### config.mk
export PLATFORM = sky130hd
export DESIGN_NAME = btr_top
export DESIGN_NICKNAME = d
export VERILOG_FILES = /design/src/btr_fifo.v /design/src/btr_stack.v /design/src/btr_top.v
export VERILOG_INCLUDE_DIRS = /design/src
export SDC_FILE = /design/constraint.sdc
export NUM_CORES = 2
export LEC_CHECK = 0
export BUFFER_PORTS_ARGS = -buffer_cell sky130_fd_sc_hd__buf_2
export CORE_MARGIN = 2
export CORE_UTILIZATION = 55
export CTS_CLUSTER_SIZE = 8
export DETAILED_ROUTE_END_ITERATION = 7
export PLACE_DENSITY_LB_ADDON = 0.08
export SYNTH_ARGS = -nofsm -noshare
export SYNTH_HDL_FRONTEND = slang
export SYNTH_SLANG_ARGS = --single-unit
### constraint.sdc
create_clock -name mclk -period 6.9 [get_ports mclk]
set_clock_uncertainty 0.15 [all_clocks]
set_input_delay 0.69 -clock mclk [delete_from_list [all_inputs] [get_ports mclk]]
set_output_delay 0.69 -clock mclk [all_outputs]
set_load 0.02 [all_outputs]
### src/btr_consts.vh
// Constants shared by the branch trace recorder files
`ifndef BTR_CONSTS_VH
`define BTR_CONSTS_VH

// ****************************************
// Register addresses on the register access port
// ****************************************
`define BTR_ADDR_W 12
`define BTR_CTRL_ADDR 12'h000
`define BTR_TOS_ADDR 12'h001
`define BTR_FROM_BASE 12'h010
`define BTR_TO_BASE 12'h020

// ****************************************
// Trace control fields
// ****************************************
`define BTR_BIT_REC 0
`define BTR_BIT_STEP 1
`define BTR_BIT_MSG 2
`define BTR_BIT_STORE 3
`define BTR_BIT_INT 4
`define BTR_BIT_SKIP0 5
`define BTR_BIT_SKIPU 6
`define BTR_CTRL_W 7
`define BTR_CTRL_RESET 7'h00

// ****************************************
// Feature identification flags
// ****************************************
`define BTR_FEAT_STORE_BIT 21
`define BTR_FEAT_CPL_BIT 4
`define BTR_FEAT_EDX 32'h00200000
`define BTR_FEAT_ECX 32'h00000010

// ****************************************
// Record stack and message buffer sizes
// ****************************************
`define BTR_SMALL_DEPTH 4
`define BTR_SMALL_PTRW 2
`define BTR_LARGE_DEPTH 16
`define BTR_LARGE_PTRW 4
`define BTR_FIFO_DEPTH 16
`define BTR_FIFO_AW 4
`define BTR_REC_SHIFT 3

`endif

### src/btr_fifo.v
// Message buffer between record capture and the bus and store drains
`timescale 1ns/1ps
`default_nettype none
module btr_fifo #(
  parameter WIDTH = 66,
  parameter DEPTH = 16,
  parameter AW = 4
) (
  // Clock and reset
  input wire mclk,
  input wire reset,
  // Filling side
  input wire in_valid,
  output wire in_ready,
  input wire [WIDTH-1:0] in_data,
  // Draining side
  output wire out_valid,
  input wire out_ready,
  output wire [WIDTH-1:0] out_data,
  // Fill level
  output wire [AW:0] level
);
  reg [WIDTH-1:0] mem [0:DEPTH-1];
  reg [AW-1:0] wr_ptr;
  reg [AW-1:0] rd_ptr;
  reg [AW:0] count;
  wire push;
  wire pop;

  assign in_ready = (count != DEPTH[AW:0]);
  assign out_valid = (count != {(AW+1){1'b0}});
  assign out_data = mem[rd_ptr];
  assign level = count;
  assign push = in_valid && in_ready;
  assign pop = out_valid && out_ready;

  always @(posedge mclk)
  begin
    if (push)
    begin
      mem[wr_ptr] <= in_data;
    end
  end

  always @(posedge mclk)
  begin
    if (reset)
    begin
      wr_ptr <= {AW{1'b0}};
      rd_ptr <= {AW{1'b0}};
      count <= {(AW+1){1'b0}};
    end
    else
    begin
      if (push)
      begin
        wr_ptr <= wr_ptr + {{(AW-1){1'b0}}, 1'b1};
      end
      if (pop)
      begin
        rd_ptr <= rd_ptr + {{(AW-1){1'b0}}, 1'b1};
      end
      if (push && !pop)
      begin
        count <= count + {{AW{1'b0}}, 1'b1};
      end
      else if (pop && !push)
      begin
        count <= count - {{AW{1'b0}}, 1'b1};
      end
    end
  end
endmodule // btr_fifo
`default_nettype wire

### src/btr_stack.v
// Circular record stack with top-of-stack pointer
`timescale 1ns/1ps
`default_nettype none
module btr_stack #(
  parameter DEPTH = 16,
  parameter PTRW = 4,
  parameter PAIRED = 1
) (
  // Clock and reset
  input wire mclk,
  input wire reset,
  // Record write
  input wire wr_en,
  input wire [31:0] wr_from,
  input wire [31:0] wr_to,
  // Read access
  input wire [PTRW-1:0] rd_idx,
  output wire [31:0] rd_from,
  output wire [31:0] rd_to,
  output wire [PTRW-1:0] top_of_stack_pointer
);
  reg [PTRW-1:0] ptr;
  wire [PTRW-1:0] next_ptr;

  // Natural overflow of the pointer width gives the wrap to zero
  assign next_ptr = ptr + {{(PTRW-1){1'b0}}, 1'b1};
  assign top_of_stack_pointer = ptr;

  always @(posedge mclk)
  begin
    if (reset)
    begin
      ptr <= {PTRW{1'b0}};
    end
    else if (wr_en)
    begin
      ptr <= next_ptr;
    end
  end

  generate
    if (PAIRED != 0)
    begin : g_pairs
      reg [31:0] from_mem [0:DEPTH-1];
      reg [31:0] to_mem [0:DEPTH-1];
      always @(posedge mclk)
      begin
        if (wr_en)
        begin
          from_mem[next_ptr] <= wr_from;
          to_mem[next_ptr] <= wr_to;
        end
      end
      assign rd_from = from_mem[rd_idx];
      assign rd_to = to_mem[rd_idx];
    end
    else
    begin : g_single
      reg [63:0] rec_mem [0:DEPTH-1];
      always @(posedge mclk)
      begin
        if (wr_en)
        begin
          rec_mem[next_ptr] <= {wr_to, wr_from};
        end
      end
      assign rd_from = rec_mem[rd_idx][31:0];
      assign rd_to = rec_mem[rd_idx][63:32];
    end
  endgenerate
endmodule // btr_stack
`default_nettype wire

### src/btr_top.v
// Branch trace recorder: control register, record stack, trace messages and store
`include "btr_consts.vh"
`timescale 1ns/1ps
`default_nettype none
module btr_top #(
  parameter STACK_LARGE = 1
) (
  // Clock and reset
  input wire mclk,
  input wire reset,
  // Register access port
  input wire reg_wr,
  input wire reg_rd,
  input wire [`BTR_ADDR_W-1:0] reg_addr,
  input wire [63:0] reg_wdata,
  input wire [1:0] cur_cpl,
  input wire real_mode,
  output reg [63:0] reg_rdata,
  output reg reg_done,
  output reg reg_fault,
  // Control transfer events from the core
  input wire ev_valid,
  output reg ev_ready,
  input wire [31:0] ev_from,
  input wire [31:0] ev_to,
  input wire ev_cpl0,
  input wire ev_trap,
  input wire [31:0] ev_trap_to,
  // Single-step control
  input wire retire_valid,
  input wire retire_taken,
  input wire trap_flag,
  input wire debug_exception,
  output reg step_trap,
  // Trace messages to the system bus
  output reg msg_valid,
  input wire msg_ready,
  output reg [63:0] msg_data,
  // Trace store writes into the debug save area
  input wire [31:0] store_base,
  input wire [15:0] store_size,
  output reg store_valid,
  input wire store_ready,
  output reg [31:0] store_addr,
  output reg [63:0] store_data,
  output reg buffer_full_irq,
  // Feature identification results
  output reg [31:0] feature_edx,
  output reg [31:0] feature_ecx
);
  // ****************************************
  // Configuration
  // ****************************************
  localparam DEPTH = (STACK_LARGE != 0) ? `BTR_LARGE_DEPTH : `BTR_SMALL_DEPTH;
  localparam PTRW = (STACK_LARGE != 0) ? `BTR_LARGE_PTRW : `BTR_SMALL_PTRW;
  localparam FW = 66;
  localparam [`BTR_FIFO_AW:0] READY_LIMIT = 5'h0D;
  localparam S_IDLE = 1'b0;
  localparam S_BUSY = 1'b1;

  // True when addr falls inside the stack window starting at base
  function in_window;
    input [`BTR_ADDR_W-1:0] addr;
    input [`BTR_ADDR_W-1:0] base;
    begin
      in_window = (addr >= base) && (addr < base + DEPTH[`BTR_ADDR_W-1:0]);
    end
  endfunction

  // ****************************************
  // Trace control register
  // ****************************************
  reg [`BTR_CTRL_W-1:0] ctrl;
  wire rec_en = ctrl[`BTR_BIT_REC];
  wire step_br = ctrl[`BTR_BIT_STEP];
  wire msg_en = ctrl[`BTR_BIT_MSG];
  wire store_en = ctrl[`BTR_BIT_STORE];
  wire int_en = ctrl[`BTR_BIT_INT];
  wire skip0 = ctrl[`BTR_BIT_SKIP0];
  wire skipu = ctrl[`BTR_BIT_SKIPU];

  wire priv_ok = (cur_cpl == 2'h0) || real_mode;
  wire wr_ctrl = reg_wr && (reg_addr == `BTR_CTRL_ADDR) && priv_ok;
  wire step_fire = retire_valid && trap_flag && (!step_br || retire_taken);
  wire dbg_clear = debug_exception || step_fire;

  always @(posedge mclk)
  begin
    if (reset)
    begin
      ctrl <= `BTR_CTRL_RESET;
    end
    else
    begin
      if (wr_ctrl)
      begin
        ctrl <= reg_wdata[`BTR_CTRL_W-1:0];
      end
      // A debug exception in the same cycle as a write still freezes recording
      if (dbg_clear)
      begin
        ctrl[`BTR_BIT_REC] <= 1'b0;
      end
    end
  end

  always @(posedge mclk)
  begin
    if (reset)
    begin
      step_trap <= 1'b0;
    end
    else
    begin
      step_trap <= step_fire;
    end
  end

  // ****************************************
  // Record sequencing
  // ****************************************
  reg pending;
  reg [31:0] pend_from;
  reg [31:0] pend_to;
  reg pend_cpl0;
  wire ev_take = ev_valid && ev_ready;
  wire rec_valid = ev_take || pending;
  wire [31:0] rec_from = pending ? pend_from : ev_from;
  wire [31:0] rec_to = pending ? pend_to : ev_to;
  wire rec_cpl0 = pending ? pend_cpl0 : ev_cpl0;
  wire next_pending = ev_take && ev_trap;

  always @(posedge mclk)
  begin
    if (reset)
    begin
      pending <= 1'b0;
      pend_from <= 32'h00000000;
      pend_to <= 32'h00000000;
      pend_cpl0 <= 1'b0;
    end
    else
    begin
      // The exception record follows one cycle after the branch record
      pending <= next_pending;
      if (next_pending)
      begin
        pend_from <= ev_from;
        pend_to <= ev_trap_to;
        pend_cpl0 <= ev_cpl0;
      end
    end
  end

  // ****************************************
  // Record stack
  // ****************************************
  wire [31:0] stk_from;
  wire [31:0] stk_to;
  wire [PTRW-1:0] top_of_stack_pointer;
  wire [PTRW-1:0] rd_idx;
  wire from_hit = in_window(reg_addr, `BTR_FROM_BASE);
  wire to_hit = in_window(reg_addr, `BTR_TO_BASE);
  wire [`BTR_ADDR_W-1:0] from_off = reg_addr - `BTR_FROM_BASE;
  wire [`BTR_ADDR_W-1:0] to_off = reg_addr - `BTR_TO_BASE;
  assign rd_idx = from_hit ? from_off[PTRW-1:0] : to_off[PTRW-1:0];

  btr_stack #(
    .DEPTH(DEPTH),
    .PTRW(PTRW),
    .PAIRED(STACK_LARGE)
  ) u_stack (
    .mclk(mclk),
    .reset(reset),
    .wr_en(rec_valid && rec_en),
    .wr_from(rec_from),
    .wr_to(rec_to),
    .rd_idx(rd_idx),
    .rd_from(stk_from),
    .rd_to(stk_to),
    .top_of_stack_pointer(top_of_stack_pointer)
  );

  // ****************************************
  // Message filtering and buffering
  // ****************************************
  wire filtered = (rec_cpl0 && skip0) || (!rec_cpl0 && skipu);
  wire want_msg = msg_en && !filtered;
  wire want_store = store_en && !filtered;
  wire fifo_in_ready;
  wire fifo_out_valid;
  wire [FW-1:0] fifo_out_data;
  wire [`BTR_FIFO_AW:0] fifo_level;
  reg state;
  wire head_take = (state == S_IDLE) && fifo_out_valid;

  btr_fifo #(
    .WIDTH(FW),
    .DEPTH(`BTR_FIFO_DEPTH),
    .AW(`BTR_FIFO_AW)
  ) u_fifo (
    .mclk(mclk),
    .reset(reset),
    .in_valid(rec_valid && (want_msg || want_store)),
    .in_ready(fifo_in_ready),
    .in_data({want_msg, want_store, rec_to, rec_from}),
    .out_valid(fifo_out_valid),
    .out_ready(head_take),
    .out_data(fifo_out_data),
    .level(fifo_level)
  );

  // Ready is registered, so it keeps room for the pushes made while it is stale
  always @(posedge mclk)
  begin
    if (reset)
    begin
      ev_ready <= 1'b0;
    end
    else
    begin
      ev_ready <= !next_pending && fifo_in_ready && (fifo_level < READY_LIMIT);
    end
  end

  // ****************************************
  // Bus and store drain
  // ****************************************
  reg [15:0] store_idx;
  wire [15:0] next_idx = store_idx + 16'h0001;
  wire store_take = store_valid && store_ready;
  wire wrap_point = (next_idx >= store_size);
  wire full_set = store_take && wrap_point && int_en;
  wire [31:0] idx_bytes = {13'h0000, store_idx, 3'h0};

  always @(posedge mclk)
  begin
    if (reset)
    begin
      state <= S_IDLE;
      msg_valid <= 1'b0;
      msg_data <= 64'h0000000000000000;
      store_valid <= 1'b0;
      store_addr <= 32'h00000000;
      store_data <= 64'h0000000000000000;
    end
    else
    begin
      case (state)
        S_IDLE:
        begin
          if (head_take)
          begin
            msg_valid <= fifo_out_data[65];
            msg_data <= fifo_out_data[63:0];
            // While stopped on a full buffer the store copy is dropped
            store_valid <= fifo_out_data[64] && !buffer_full_irq;
            store_addr <= store_base + idx_bytes;
            store_data <= fifo_out_data[63:0];
            state <= S_BUSY;
          end
        end
        S_BUSY:
        begin
          if (msg_valid && msg_ready)
          begin
            msg_valid <= 1'b0;
          end
          if (store_take)
          begin
            store_valid <= 1'b0;
          end
          if ((!msg_valid || msg_ready) && (!store_valid || store_ready))
          begin
            state <= S_IDLE;
          end
        end
        default:
        begin
          state <= S_IDLE;
        end
      endcase
    end
  end

  always @(posedge mclk)
  begin
    if (reset)
    begin
      store_idx <= 16'h0000;
      buffer_full_irq <= 1'b0;
    end
    else
    begin
      if (store_take)
      begin
        if (wrap_point)
        begin
          store_idx <= 16'h0000;
        end
        else
        begin
          store_idx <= next_idx;
        end
      end
      else if (wr_ctrl)
      begin
        store_idx <= 16'h0000;
      end
      // A fill in the same cycle as the rearming write keeps the flag set
      if (full_set)
      begin
        buffer_full_irq <= 1'b1;
      end
      else if (wr_ctrl)
      begin
        buffer_full_irq <= 1'b0;
      end
    end
  end

  // ****************************************
  // Register reads, refused writes, features
  // ****************************************
  reg [63:0] next_rdata;
  reg rd_ok;

  always @*
  begin
    next_rdata = 64'h0000000000000000;
    rd_ok = 1'b1;
    if (reg_addr == `BTR_CTRL_ADDR)
    begin
      next_rdata[`BTR_CTRL_W-1:0] = ctrl;
    end
    else if (reg_addr == `BTR_TOS_ADDR)
    begin
      next_rdata[PTRW-1:0] = top_of_stack_pointer;
    end
    else if (from_hit)
    begin
      if (STACK_LARGE != 0)
      begin
        next_rdata[31:0] = stk_from;
      end
      else
      begin
        next_rdata = {stk_to, stk_from};
      end
    end
    else if (to_hit)
    begin
      next_rdata[31:0] = stk_to;
    end
    else
    begin
      rd_ok = 1'b0;
    end
  end

  always @(posedge mclk)
  begin
    if (reset)
    begin
      reg_rdata <= 64'h0000000000000000;
      reg_done <= 1'b0;
      reg_fault <= 1'b0;
    end
    else
    begin
      reg_done <= reg_rd || reg_wr;
      if (reg_rd)
      begin
        reg_rdata <= rd_ok ? next_rdata : 64'h0000000000000000;
        reg_fault <= !rd_ok;
      end
      else
      begin
        // Stack and pointer writes are refused, as is an unprivileged write
        reg_fault <= reg_wr && !wr_ctrl;
      end
    end
  end

  always @(posedge mclk)
  begin
    if (reset)
    begin
      feature_edx <= `BTR_FEAT_EDX;
      feature_ecx <= `BTR_FEAT_ECX;
    end
    else
    begin
      feature_edx <= `BTR_FEAT_EDX;
      feature_ecx <= `BTR_FEAT_ECX;
    end
  end
endmodule // btr_top
`default_nettype wire

==> results by group <==
Outcome
  – Outcome: complete, but fails checks
  – Violated checks: DRC

Timing
  – Final Setup Violations: 0
  – Final period utilization: a little over three fifths
  – Rel. slew slack: a little under a fifth
  – Total Neg Setup Slack: 0 ps
  – Slew Viols, Final: 0
  – Final Hold Viols: 0
  – F_max: between 0.2 and 0.25 GHz
  – RSZ-0062 raised after global routing: no
  – Slew at the pin closest to its max-slew limit: about 1200 ps
  – Final Critical Period: ~4400 ps

Run
  – Max-cap violations: 0

Synthesis
  – Syn Inst Count: about 4,700
  – Post-synth EDFFs: between 2,000 and 2,500
  – Yosys warns: 0
  – Post-synth top area share: between 60% and 70%
  – Main flop type after synthesis: edfxtp_1
  – Seq/Total Area, Yosys: roughly three quarters
  – Synth cell types: 69
  – Register bit total from synthesis: 2,326
  – Mapped Area: 91,360 µm²
  – Largest area contributor in the netlist: edfxtp_1
  – Syn avg cell area: a little under 20 µm²
  – Synth async-reset ratio: 0%
  – Top post-synthesis cells by area: edfxtp_1, mux4_2, dfxtp_1, buf_4, nand2_1

Clock network
  – Clock Latency Late Sink: around 920 ps
  – Root Buffer Master: clkbuf_16
  – CTS Buf Count: between 300 and 400
  – H-tree depth: 5
  – TritonCTS clock tree: done
  – Max Root-Sink Buffers: 4
  – Clock sinks: 2,326
  – Clk pin slew, worst setup/hold paths: ~50 ps

Routing
  – Avg WL per Cell: 28.51 µm
  – Residual DRC count: 150
  – Post-Route WL: between 200,000 and 250,000 µm
  – Routed length on met2: 105,200 µm
  – Final ANT Viol Nets: 0
  – Top layer in use: met4
  – WL met1: between 90,000 and 100,000 µm
  – Initial DRC Count: about 5,100
  – Via count: ~46,000
  – Router iterations before antenna repair: 8
  – Routed wl met3: roughly 16,000 µm
  – Via-to-Cell Ratio: 6.070

Layout
  – Most common cell after layout, fill and taps aside: edfxtp_1
  – Most frequent cells in the layout: edfxtp_1, mux4_2, buf_2
  – Layout Area Growth over Synthesis: 15.66%
  – Non-filler cells, final: 7,633
  – Layout cells sized above 1: between 20% and 30%
  – Nets: about 5,500
  – Fillcell total: 11,260

Die
  – Die X: 411.6 µm
  – FP Rows: 149
  – IO Pins: roughly 530
  – Die ar.: roughly 170,000 µm²
  – Core ar.: about 160,000 µm²
  – Die Span Y: just over 400 µm
  – Initial Utilization: 55.38%

Hold path
  – HP Class: input pin to register

GRT
  – All-layer global routing usage: between 20% and 30%
  – Initial antenna violation count: 13
  – Largest net degree at the start of global routing: 156
  – Grt ovf: 0
  – Vias in the first global route: roughly 47,000
  – First-pass GRT wire length: 315,300 µm

Placed design
  – Cell total after placement: 6,996
  – Hpwl dp: approximately 120,000 µm
  – Routability Congestion: around 0.8
  – Port bufs: between 300 and 400

Power and ir drop
  – Switch Pwr: between 9 and 10 mW
  – Sequential share of power: 44.3%
  – Clock network fraction of total power: about two fifths
  – P_int: 27.20 mW
  – Switch share: between 20% and 30%
  – Leakage: 34.95 nW
  – PwrDens: approximately 340 nW/µm²
  – Maximum vdd ir drop: between 0.0003 and 0.0004 V
  – Logic pwr share: 14.9%

Critical path
  – Most used cell, CP: mux2i_1
  – Crit path kind: register to register
  – Critical path, cell by cell: mux2i_1 -> mux2i_1 -> and3_1 -> nand2_1 -> nor2_4 -> buf_4
  – Critical Path End Type: register
  – Worst EP required: 7280 ps
  – Slowest cell delay on critical path: ~940 ps
  – Crit path DAT: between 4000 and 5000 ps
  – Startpoint Class: register
  – Highest net fanout along the worst path: 27
  – Slowest-stage cell, CP: nor2_4
-- cells in the mapped netlist, drive strengths merged, types with 9 or more instances --
cell type	n
a21oi	185
o22a	16
o21a	10
edfxtp	2080
nand2	348
a311oi	19
nand4	9
o21ai	24
dfxtp	246
nand3	37
clkbuf	129
nor2	126
o22ai	21
mux2	86
inv	40
ha	47
xnor2	24
and3	21
mux2i	118
mux4	588
o211ai	34
buf	282
or3	11
a21o	14
a211oi	23
nor2b	9
nor3	22
xor2	10
-- flip-flops by register name, summed over array words and instances (netlist names), named ones only --
register                      count
buffer_full_irq                   1
ctrl                              7
ev_ready                          1
msg_valid                         1
pend_cpl0                         1
pend_from                        32
pend_to                          32
pending                           1
reg_done                          1
reg_fault                         1
reg_rdata                        32
state                             1
step_trap                         1
store_addr                       32
store_data                       64
store_idx                        16
store_valid                       1
u_fifo.level                      5
u_fifo.mem                     1056
u_fifo.rd_ptr                     4
u_fifo.wr_ptr                     4
u_stack.g_pairs.from_mem        512
u_stack.g_pairs.to_mem          512
u_stack.top_of_stack_pointer      4
-- repair_timing --
item,CTS,global route
buffers inserted,0,0
hold buffers,95,0
hold endpoints to repair,92,0
resized for setup,0,0
-- power groups by stage --
stage	sequential (mW)	clock, mW	combinational, mW
finish	16.1	14.8	5.38
global route	16.1	15.6	5.80
CTS	16.1	15.1	5.46
detailed placement	16.3	0	5.41
global placement	16.3	0	5.38
floorplan	16.5	0	3.74
-- worst max-delay path: cells and delay by family, from the launching register on --
family	cells	cell delay [ps]
buf+inv	1	580
simple gates	3	1700
mux	2	1030
flops	1	470
-- cell families (layout without fill, tap and decap cells) --
kind of cell,Yosys count,count (layout),share of synthesized area (%)
buf+inv,452,1141,2.736
xor+xnor,34,34,0.3259
simple gates,616,616,2.936
mux,792,792,16.85
other cells,2,99,0.008220
fa+ha+maj,49,49,0.6875
flops,2326,2326,73.75
compound gates,387,387,2.705
-- final cells by class --
type	instances	area (µm²)	area share, %
sequential	2326	67400	63.79
multi-input combinational	1974	22100	20.92
clock buffer	536	9435	8.929
timing repair buffer	561	3784	3.581
tap	2189	2739	2.592
inverter	41	156.4	0.1480
clock inverter	3	41.29	0.03907
antenna	3	7.507	0.007104
-- stage by stage --
step	setup slack, ps	total power, mW	area (µm²)	util (%)	hold slack, ps
3_3_place_gp	2369	21.69	95230	57.72	288.1
5_1_grt	2412	37.51	105700	64.04	56.53
4_1_cts	2526	36.58	105700	64.04	4.578
3_5_place_dp	2291	21.74	95230	57.72	292.8
6_report	2546	36.25	105700	64.05	77.23
2_1_floorplan	22.50	20.28	91720	-	282.9
-- metal layers --
metal	GRT usage (%)	vias up
li1	-	19770
met1	36.90	24420
met2	41.38	1775
met3	4.552	374
met4	7.427	0
met5	0	-
-- worst paths after layout --
path,startpoint,to,slack [ps],cells after the start
hold / removal,store_ready,store_valid$_SDFFE_PP0P_,80,4
setup reg to reg,pending$_SDFF_PP0_,u_fifo.mem[9][11]$_DFFE_PP_,2550,6
setup / recovery,pending$_SDFF_PP0_,u_fifo.mem[9][11]$_DFFE_PP_,2550,6
hold reg to reg,store_addr[9]$_SDFFE_PP0P_,store_addr[9]$_SDFFE_PP0P_,300,2
Note: power is estimated with default switching activity, not from simulation.
